### config.mk
export PLATFORM = sky130hd
export DESIGN_NAME = c7s_regs
export DESIGN_NICKNAME = d
export VERILOG_FILES = /design/src/pkg/c7s_pkg.sv /design/src/verilog/c7s_status_sync.sv /design/src/verilog/c7s_regs.sv
export SDC_FILE = /design/constraint.sdc
export NUM_CORES = 1
export LEC_CHECK = 0
export ABC_AREA = 1
export BUFFER_PORTS_ARGS = -buffer_cell sky130_fd_sc_hd__buf_4
export CAP_MARGIN = 40
export CORE_ASPECT_RATIO = 2
export CORE_MARGIN = 3
export CORE_UTILIZATION = 56
export CTS_BUF_LIST = sky130_fd_sc_hd__clkbuf_16
export CTS_CLUSTER_DIAMETER = 40
export DETAILED_ROUTE_END_ITERATION = 10
export PLACE_DENSITY_LB_ADDON = 0.3
export SETUP_SLACK_MARGIN = 0.4
export SKIP_LAST_GASP = 1
export SYNTH_ARGS = -nofsm -noshare
export SYNTH_HDL_FRONTEND = slang
export SYNTH_SLANG_ARGS = --single-unit
### constraint.sdc
create_clock -name clk_sys -period 3.25 [get_ports clk_sys]
set_input_delay 0.325 -clock clk_sys [delete_from_list [all_inputs] [get_ports clk_sys]]
set_output_delay 0.325 -clock clk_sys [all_outputs]
set_load 0.02 [all_outputs]
### src/pkg/c7s_pkg.sv
// Constants for the channel 7 divider and PLL status register slice.
// Assumes a 16-bit register port with byte-wide register addresses.
package c7s_pkg;
  // ==========================================================
  // Register offsets
  localparam logic [7:0] ADDR_INT_DIV_FRAC_HIGH = 8'h13;
  localparam logic [7:0] ADDR_FRAC_DIV_LOW = 8'h14;
  localparam logic [7:0] ADDR_PLL_STATUS = 8'h15;
  // ==========================================================
  // Field positions
  localparam int INT_DIV_MSB = 11;
  localparam int INT_DIV_LSB = 4;
  localparam int FRAC_HIGH_MSB = 3;
  localparam int FRAC_HIGH_LSB = 0;
  localparam int STAT_UNLOCK_BIT = 2;
  localparam int STAT_REF_LOST_BIT = 1;
  localparam int STAT_REF_SEL_BIT = 0;
  localparam int STATUS_WIDTH = 3;
  // ==========================================================
  // Values after reset
  localparam logic [7:0] INT_DIV_RESET = 8'h00;
  localparam logic [3:0] FRAC_HIGH_RESET = 4'h0;
  localparam logic [15:0] FRAC_LOW_RESET = 16'h0000;
  localparam logic [15:0] READ_ZERO = 16'h0000;
  localparam logic RD_VALID_RESET = 1'h0;
  localparam logic [8:0] RATIO_RESET = 9'h001;
  localparam logic [19:0] FRAC_OUT_RESET = 20'h00000;
  localparam logic FRAC_ACT_RESET = 1'h0;
  // Pin shows unlocked until the status filter says otherwise
  localparam logic LOCK_PIN_RESET = 1'h0;
  // Live status starts as unlocked, reference lost, primary selected
  localparam logic [2:0] STATUS_RESET = 3'h6;
  localparam int SYNC_STAGES = 3;
endpackage

### src/verilog/c7s_status_sync.sv
// Three-stage synchroniser with agreement filter, one lane per bit.
// Assumes inputs are asynchronous to clk_sys; output changes only
// once the second and third stages agree.
module c7s_status_sync #(
  parameter int WIDTH = 3,
  parameter logic [WIDTH-1:0] RESET_VAL = '0
) (
  input wire logic clk_sys,
  input wire logic rst,
  input wire logic [WIDTH-1:0] async_in,
  output logic [WIDTH-1:0] sync_out
);
  // ==========================================================
  // Per-bit stages
  genvar i;
  generate
    for (i = 0; i < WIDTH; i++) begin : g_lane
      logic s1_q, s2_q, s3_q, out_q;
      logic s1_d, s2_d, s3_d, out_d;
      always_comb begin
        s1_d = async_in[i];
        s2_d = s1_q;
        s3_d = s2_q;
        // First stage feeds only the second
        out_d = (s2_q == s3_q) ? s3_q : out_q;
      end
      always_ff @(posedge clk_sys) begin
        if (rst) begin
          s1_q <= RESET_VAL[i];
          s2_q <= RESET_VAL[i];
          s3_q <= RESET_VAL[i];
          out_q <= RESET_VAL[i];
        end else begin
          s1_q <= s1_d;
          s2_q <= s2_d;
          s3_q <= s3_d;
          out_q <= out_d;
        end
      end
      assign sync_out[i] = out_q;
    end
  endgenerate
endmodule

### src/verilog/c7s_regs.sv
// Channel 7 divider registers and PLL status word.
// Assumes the serial port logic hands over single-cycle read and
// write strobes with address and data, on clk_sys.
module c7s_regs (
  input wire logic clk_sys,
  input wire logic rst,
  input wire logic reg_wr_en,
  input wire logic reg_rd_en,
  input wire logic [7:0] reg_addr,
  input wire logic [15:0] reg_wr_data,
  output logic [15:0] reg_rd_data,
  output logic reg_rd_valid,
  input wire logic ch7_fractional_enable,
  input wire logic pll_unlock_async,
  input wire logic reference_lost_async,
  input wire logic ref_secondary_async,
  output logic [7:0] ch7_integer_divider,
  output logic [8:0] ch7_divide_ratio,
  output logic [19:0] ch7_fractional_divider,
  output logic ch7_fractional_active,
  output logic pll_lock_pin
);
  // ==========================================================
  // Status synchronisation
  logic [2:0] status_raw;
  logic [2:0] status_sync;
  assign status_raw[c7s_pkg::STAT_UNLOCK_BIT] = pll_unlock_async;
  assign status_raw[c7s_pkg::STAT_REF_LOST_BIT] = reference_lost_async;
  assign status_raw[c7s_pkg::STAT_REF_SEL_BIT] = ref_secondary_async;

  c7s_status_sync #(
    .WIDTH(c7s_pkg::STATUS_WIDTH),
    .RESET_VAL(c7s_pkg::STATUS_RESET)
  ) u_sync (
    .clk_sys(clk_sys),
    .rst(rst),
    .async_in(status_raw),
    .sync_out(status_sync)
  );

  // ==========================================================
  // Register decode
  // Writes to the status word or unmapped offsets match nothing here
  logic wr_int_hit;
  logic wr_low_hit;
  assign wr_int_hit = reg_wr_en && (reg_addr == c7s_pkg::ADDR_INT_DIV_FRAC_HIGH);
  assign wr_low_hit = reg_wr_en && (reg_addr == c7s_pkg::ADDR_FRAC_DIV_LOW);

  // ==========================================================
  // Integer divider field
  logic [7:0] int_div_q;
  logic [7:0] int_div_d;

  always_comb begin
    int_div_d = int_div_q;
    if (wr_int_hit) begin
      // Bits 15:12 are not stored, so a careless host cannot set them
      int_div_d = reg_wr_data[c7s_pkg::INT_DIV_MSB:c7s_pkg::INT_DIV_LSB];
    end
  end

  always_ff @(posedge clk_sys) begin
    if (rst) begin
      int_div_q <= c7s_pkg::INT_DIV_RESET;
    end else begin
      int_div_q <= int_div_d;
    end
  end

  // ==========================================================
  // Fraction upper bits
  logic [3:0] frac_high_q;
  logic [3:0] frac_high_d;

  always_comb begin
    frac_high_d = frac_high_q;
    if (wr_int_hit) begin
      frac_high_d = reg_wr_data[c7s_pkg::FRAC_HIGH_MSB:c7s_pkg::FRAC_HIGH_LSB];
    end
  end

  always_ff @(posedge clk_sys) begin
    if (rst) begin
      frac_high_q <= c7s_pkg::FRAC_HIGH_RESET;
    end else begin
      frac_high_q <= frac_high_d;
    end
  end

  // ==========================================================
  // Fraction lower bits
  // No atomic update: the halves land on separate writes
  logic [15:0] frac_low_q;
  logic [15:0] frac_low_d;

  always_comb begin
    frac_low_d = frac_low_q;
    if (wr_low_hit) begin
      frac_low_d = reg_wr_data;
    end
  end

  always_ff @(posedge clk_sys) begin
    if (rst) begin
      frac_low_q <= c7s_pkg::FRAC_LOW_RESET;
    end else begin
      frac_low_q <= frac_low_d;
    end
  end

  // ==========================================================
  // Read data
  logic [15:0] rd_data_q;
  logic [15:0] rd_data_d;

  always_comb begin
    rd_data_d = rd_data_q;
    if (reg_rd_en) begin
      case (reg_addr)
        c7s_pkg::ADDR_INT_DIV_FRAC_HIGH: rd_data_d = {4'h0, int_div_q, frac_high_q};
        c7s_pkg::ADDR_FRAC_DIV_LOW: rd_data_d = frac_low_q;
        // Unused status bits tied low; writes here are ignored
        c7s_pkg::ADDR_PLL_STATUS: rd_data_d = {13'h0000, status_sync};
        default: rd_data_d = c7s_pkg::READ_ZERO;
      endcase
    end
  end

  always_ff @(posedge clk_sys) begin
    if (rst) begin
      rd_data_q <= c7s_pkg::READ_ZERO;
    end else begin
      rd_data_q <= rd_data_d;
    end
  end

  // ==========================================================
  // Read valid
  logic rd_valid_q;
  logic rd_valid_d;

  always_comb begin
    rd_valid_d = reg_rd_en;
  end

  always_ff @(posedge clk_sys) begin
    if (rst) begin
      rd_valid_q <= c7s_pkg::RD_VALID_RESET;
    end else begin
      rd_valid_q <= rd_valid_d;
    end
  end

  // ==========================================================
  // Divide ratio
  // Nine bits so that a field of all ones still divides by 256
  logic [8:0] ratio_q;
  logic [8:0] ratio_d;

  always_comb begin
    ratio_d = {1'h0, int_div_q} + 9'h001;
  end

  always_ff @(posedge clk_sys) begin
    if (rst) begin
      ratio_q <= c7s_pkg::RATIO_RESET;
    end else begin
      ratio_q <= ratio_d;
    end
  end

  // ==========================================================
  // Fraction output
  logic [19:0] frac_out_q;
  logic [19:0] frac_out_d;

  always_comb begin
    // Zeroed fraction when disabled keeps the datapath integer-only
    frac_out_d = c7s_pkg::FRAC_OUT_RESET;
    if (ch7_fractional_enable) begin
      frac_out_d = {frac_high_q, frac_low_q};
    end
  end

  always_ff @(posedge clk_sys) begin
    if (rst) begin
      frac_out_q <= c7s_pkg::FRAC_OUT_RESET;
    end else begin
      frac_out_q <= frac_out_d;
    end
  end

  // ==========================================================
  // Fraction active flag
  logic frac_act_q;
  logic frac_act_d;

  always_comb begin
    frac_act_d = ch7_fractional_enable;
  end

  always_ff @(posedge clk_sys) begin
    if (rst) begin
      frac_act_q <= c7s_pkg::FRAC_ACT_RESET;
    end else begin
      frac_act_q <= frac_act_d;
    end
  end

  // ==========================================================
  // Lock pin
  // Taken from the filtered status so pin and register never disagree
  logic lock_pin_q;
  logic lock_pin_d;

  always_comb begin
    lock_pin_d = ~status_sync[c7s_pkg::STAT_UNLOCK_BIT];
  end

  always_ff @(posedge clk_sys) begin
    if (rst) begin
      lock_pin_q <= c7s_pkg::LOCK_PIN_RESET;
    end else begin
      lock_pin_q <= lock_pin_d;
    end
  end

  // ==========================================================
  // Outputs
  assign reg_rd_data = rd_data_q;
  assign reg_rd_valid = rd_valid_q;
  assign ch7_integer_divider = int_div_q;
  assign ch7_divide_ratio = ratio_q;
  assign ch7_fractional_divider = frac_out_q;
  assign ch7_fractional_active = frac_act_q;
  assign pll_lock_pin = lock_pin_q;
endmodule

# Yosys cells after proc, flatten, opt, wreduce, memory -nomap -nowiden
# Cells that the tools add are included.
# classes
n_addsub	1
eq_ne	6
n_mux	1
n_bitwise	2
reduce_logical	3
# ops
op	n
one-hot mux 16 bit (3 select lines)	1
equality test 8 x 5 -> 1 bit (second input constant)	3
adder 8 x 1 -> 9 bit (second input constant)	1
equality test 1 bit	3
logical AND 1 bit	2
NOT 1 bit	2
OR reduction 2 bit	1
# word_totals
regBits	88
in_bits	32
out_inout_bits	56
wordCells	34

# Depth between registers and ports, before layout
# depth
ltp_word	2
ltp_mapped	9

# By module
# Synthesis repeated with hierarchy kept, for this count alone.
# unflattened
hier_cells	396
hier_area_um2	3537.1
# by_module_without_submodules
module	n_inst	cells_each	area_each_um2	seq_area_each_um2
c7s_regs	1	349	3129.3	1521.5
c7s_status_sync	1	47	407.9	240.2

# Worst setup path before layout
# No wires, ideal clock.
# synth_path
path_type	register -> register
startpoint	register int_div_q[0] (netlist: ch7_integer_divider[0])
endpoint	register ratio_q[6] (netlist: ch7_divide_ratio[6])
setup_ps	122
t_arrival_ps	1198
slack_ps	1930
stages_incl_launch_ff	7
cell_sequence	dfxtp_1 > ha_1 > nand2_1 > nor2_1 > nand3_1 > o21ai_0 > a21oi_1
# synth_between
elab_chain_cells	1
# synth_lines
element	line_no	source
from (decl)	c7s_regs.sv:51	logic [7:0] int_div_q;
from (signal assigned)	c7s_regs.sv:64	int_div_q <= c7s_pkg::INT_DIV_RESET;
from (signal assigned)	c7s_regs.sv:66	int_div_q <= int_div_d;
adder 8 x 1 -> 9 bit	c7s_regs.sv:161	ratio_d = {1'h0, int_div_q} + 9'h001;
to (signal assigned)	c7s_regs.sv:166	ratio_q <= c7s_pkg::RATIO_RESET;
to (signal assigned)	c7s_regs.sv:168	ratio_q <= ratio_d;
to (decl)	c7s_regs.sv:157	logic [8:0] ratio_q;
# Every way passes these cells.
# A chain may end at the register's enable or synchronous reset.

# Worst setup path after layout
# layout_path
startpoint	input port reg_addr[1]
endpoint	register frac_low_q[2]
# layout_between
elab_chain_cells	2
# layout_lines
element	line_no	source
from (decl)	c7s_regs.sv:9	input wire logic [7:0] reg_addr,
equality test 8 x 5 -> 1 bit	c7s_regs.sv:47	assign wr_low_hit = reg_wr_en && (reg_addr == c7s_pkg::ADDR_FRAC_DIV_LOW);
logical AND 1 bit	c7s_regs.sv:47	
to (signal assigned)	c7s_regs.sv:105	frac_low_q <= c7s_pkg::FRAC_LOW_RESET;
to (signal assigned)	c7s_regs.sv:107	frac_low_q <= frac_low_d;
to (decl)	c7s_regs.sv:93	logic [15:0] frac_low_q;
# Every way passes these cells.

==> reports/results.txt <==
Outcome - complete, no violations
Post-synth EDFFs - 0
Total number of vias - 2,819
Yosys warnings - 0
Antenna Cells - 0
Final setup viols - 0
R2R Path Start - ch7_integer_divider[0]
Post-Syn Area - 0.003333 mm²
Global route overflow - 0
CP delay by family, top - simple AND/OR/NAND/NOR gates
Fin. max-slew vios - 0
Vias per cell - 5.359
Largest net degree at the start of global routing - 47
Maximum fanout along the worst path - 21
Tcrit/Tclk final - 50.16%
Die X - 60.56 µm
Multi-input gate area - 0.001252 mm²
MaxCap Viol Count - 0
Setup TNS - 0 ns
Initial core utilization - 57.89%
Clock sink count - 88
Fin. Hold Viols - 0
Ordered cell list for the critical path - buf_4, inv_1, nand2_1, nor2_2, and2_4, nand2_4, nand2_1, a21oi_1
R2r setup slk - 1.84 ns
Layout area overhead - 25.11%
Fmax - 613.4 MHz
Arr. time, crit path - 1.83 ns
Layout Cells excl Fill - 526
Iteration-0 DRC Markers - 158
Flops & latches, synth - 88
WP buf/inv - 2
Core Box Area - 0.005758 mm²
Worst-Margin Slew - 0.6695 ns
GR Util All Layers - 24.38%
Post-synth top flop - dfxtp_1
Fillers - 486
Die area - 0.006970 mm²
Synth top area share - 52.85%
Setup Buffers After CTS - 0
Synth async-reset ratio - 0%
Count leader, synth - dfxtp_1
Register area - 0.001762 mm²
Total CTS buffers - 9
Kind of critical path - input port to register
Clock Path Buffers - 2
Internal Power - 1.631 mW
Clock network power share - 42.8%
Final ANT Viol Nets - 0
Routed len/inst - 15.03 µm
Hold wc startpoint - pll_unlock_async
Synth area leader - dfxtp_1
Hold Crit Class - input port to register
H-tree levels - 3
WL final - 7.906 mm
Clk_lat worst skew - 0.34 ns
HPWL after DPL - 5.760 mm
First-pass GRT wire length - 12.28 mm
Final GP Congestion - 0.8871
CTS tree - yes
Startpoint Class - input port
Vias in the first global route - 2,712
Clock Skews - 0.005491 ns
Nets - 493
Max rail drop VDD - 0.4266 mV
Initial antenna violation count - 0
RSZ-0062 raised after global routing - false
Sequential share of the synthesized area - 52.85%
Synth cell types - 32
Die height - 115.1 µm
Num rows - 39
Layout cell share with drive strength beyond 1 - 32.90%
Switch Pwr - 0.4542 mW
Worst setup EP type - register
Commonest cells in the netlist - dfxtp_1 (88), nand2_1 (47), inv_1 (42)
DP Area - 0.003913 mm²
Worst Setup SP - reg_addr[1]
# IOs - 88
I/O Buffers - 87
Avg Cell Area, Syn - 8.703 µm²
Drc violations - 0
Logic pwr share - 4.8%
Seq pwr share - 52.4%
Power per cell area - 500.1 mW/mm²
Max-Slew Margin vs Limit - 55.26%
Syn nets - 416
WP data required - 3.45 ns
Crit-path most repeated cell - nand2_1
Drt first pass iters - 5
Post-synthesis cell count - 383
Minimum clock period - 1.630 ns
Root Buffer - clkbuf_16
Slowest CP cell - nor2_2
Leakage - 1.667 nW
Post-CTS Resized - 0
Reg clk slew, reported paths - 0.06 ns
CTS hold repair buffers - 0
CP peak stage delay - 0.51 ns
Sw Share - 21.78%
Post-route cell area - 0.004170 mm²
Placed cell count - 510
Cells taking the most area after synthesis - dfxtp_1 (53%), a21oi_1 (6.0%), nand2_1 (5.3%), inv_1 (4.7%), nand3_1 (4.4%)
[cell families (layout without fill, tap and decap cells)]
kind of cell | Yosys count | after routing | synth area share (%)
compound gates | 79 | 79 | 13.89
xor+xnor | 1 | 1 | 0.2628
fa+ha+maj | 2 | 2 | 0.6756
buf+inv | 65 | 147 | 9.572
flops | 88 | 88 | 52.85
simple gates | 148 | 148 | 22.75
[flip-flops by register name (all words and copies together), names as in the netlist, 3 cells and up]
signal / count
reg_rd_data: 16
ch7_fractional_divider: 20
ch7_integer_divider: 8
u_sync.g_lane.out_q: 3
frac_low_q: 16
u_sync.g_lane.s2_q: 3
u_sync.g_lane.s1_q: 3
frac_high_q: 4
ch7_divide_ratio: 9
u_sync.g_lane.s3_q: 3
[cell usage in the layout (no fill, tap or decap)]
cell / instances
clkinv_2: 2
o21ai_2: 8
nor2_1: 35
nand3_1: 29
ha_1: 1
nand2_1: 47
nand3_4: 1
xor2_1: 1
buf_4: 88
nor2_4: 2
a21oi_1: 40
nor3_1: 1
o21ai_0: 17
clkinvlp_4: 1
nand3_2: 11
and2_4: 1
inv_2: 1
o21ai_1: 4
nand2_2: 10
a21oi_2: 10
nand2_4: 2
clkinv_1: 1
nor2_2: 1
clkbuf_16: 9
dfxtp_1: 88
maj3_1: 1
inv_1: 45
or2_2: 6
nor4_1: 2
[final timing paths]
check | to | depth (start not counted)
setup / recovery | frac_low_q[2] | 8
hold / removal | u_sync.g_lane[2].s1_q | 2
setup reg to reg | ch7_divide_ratio[7] | 5
hold reg to reg | u_sync.g_lane[0].s2_q | 2
[through the flow]
stage          util (%)  hold WS, ns  setup slack (ns)  total power [mW]
2_1_floorplan         -       0.3883             1.930             1.174
3_3_place_gp      67.95       0.3921             1.378             1.213
3_5_place_dp      67.95       0.3975             1.282             1.217
4_1_cts           72.43       0.1621             1.639             2.095
5_1_grt           72.43       0.1713             1.458             2.155
6_report          72.43       0.1679             1.620             2.086
[routing by layer]
layer / track usage, % / wire length [µm]
met5: 0 / 0
met4: 12.74 / 323
met3: 6.517 / 438
met2: 45.30 / 4558
met1: 22.98 / 2585
[final cells by class]
class,count,area share (%)
clock buffer,9,5.401
clock inverter,7,0.7801
inverter,43,3.870
multi-input combinational,230,30.03
sequential,88,42.24
tap,61,1.830
timing repair buffer,88,15.84
[power groups by stage]
stage          clock, mW  sequential (mW)  combinational, mW
2_1_floorplan          0             1.12             0.0535
3_3_place_gp           0             1.12             0.0984
3_5_place_dp           0             1.12              0.101
4_1_cts            0.902             1.09              0.101
5_1_grt            0.952             1.09              0.110
6_report           0.893             1.09              0.101
Note: power is estimated with default switching activity, not from simulation.
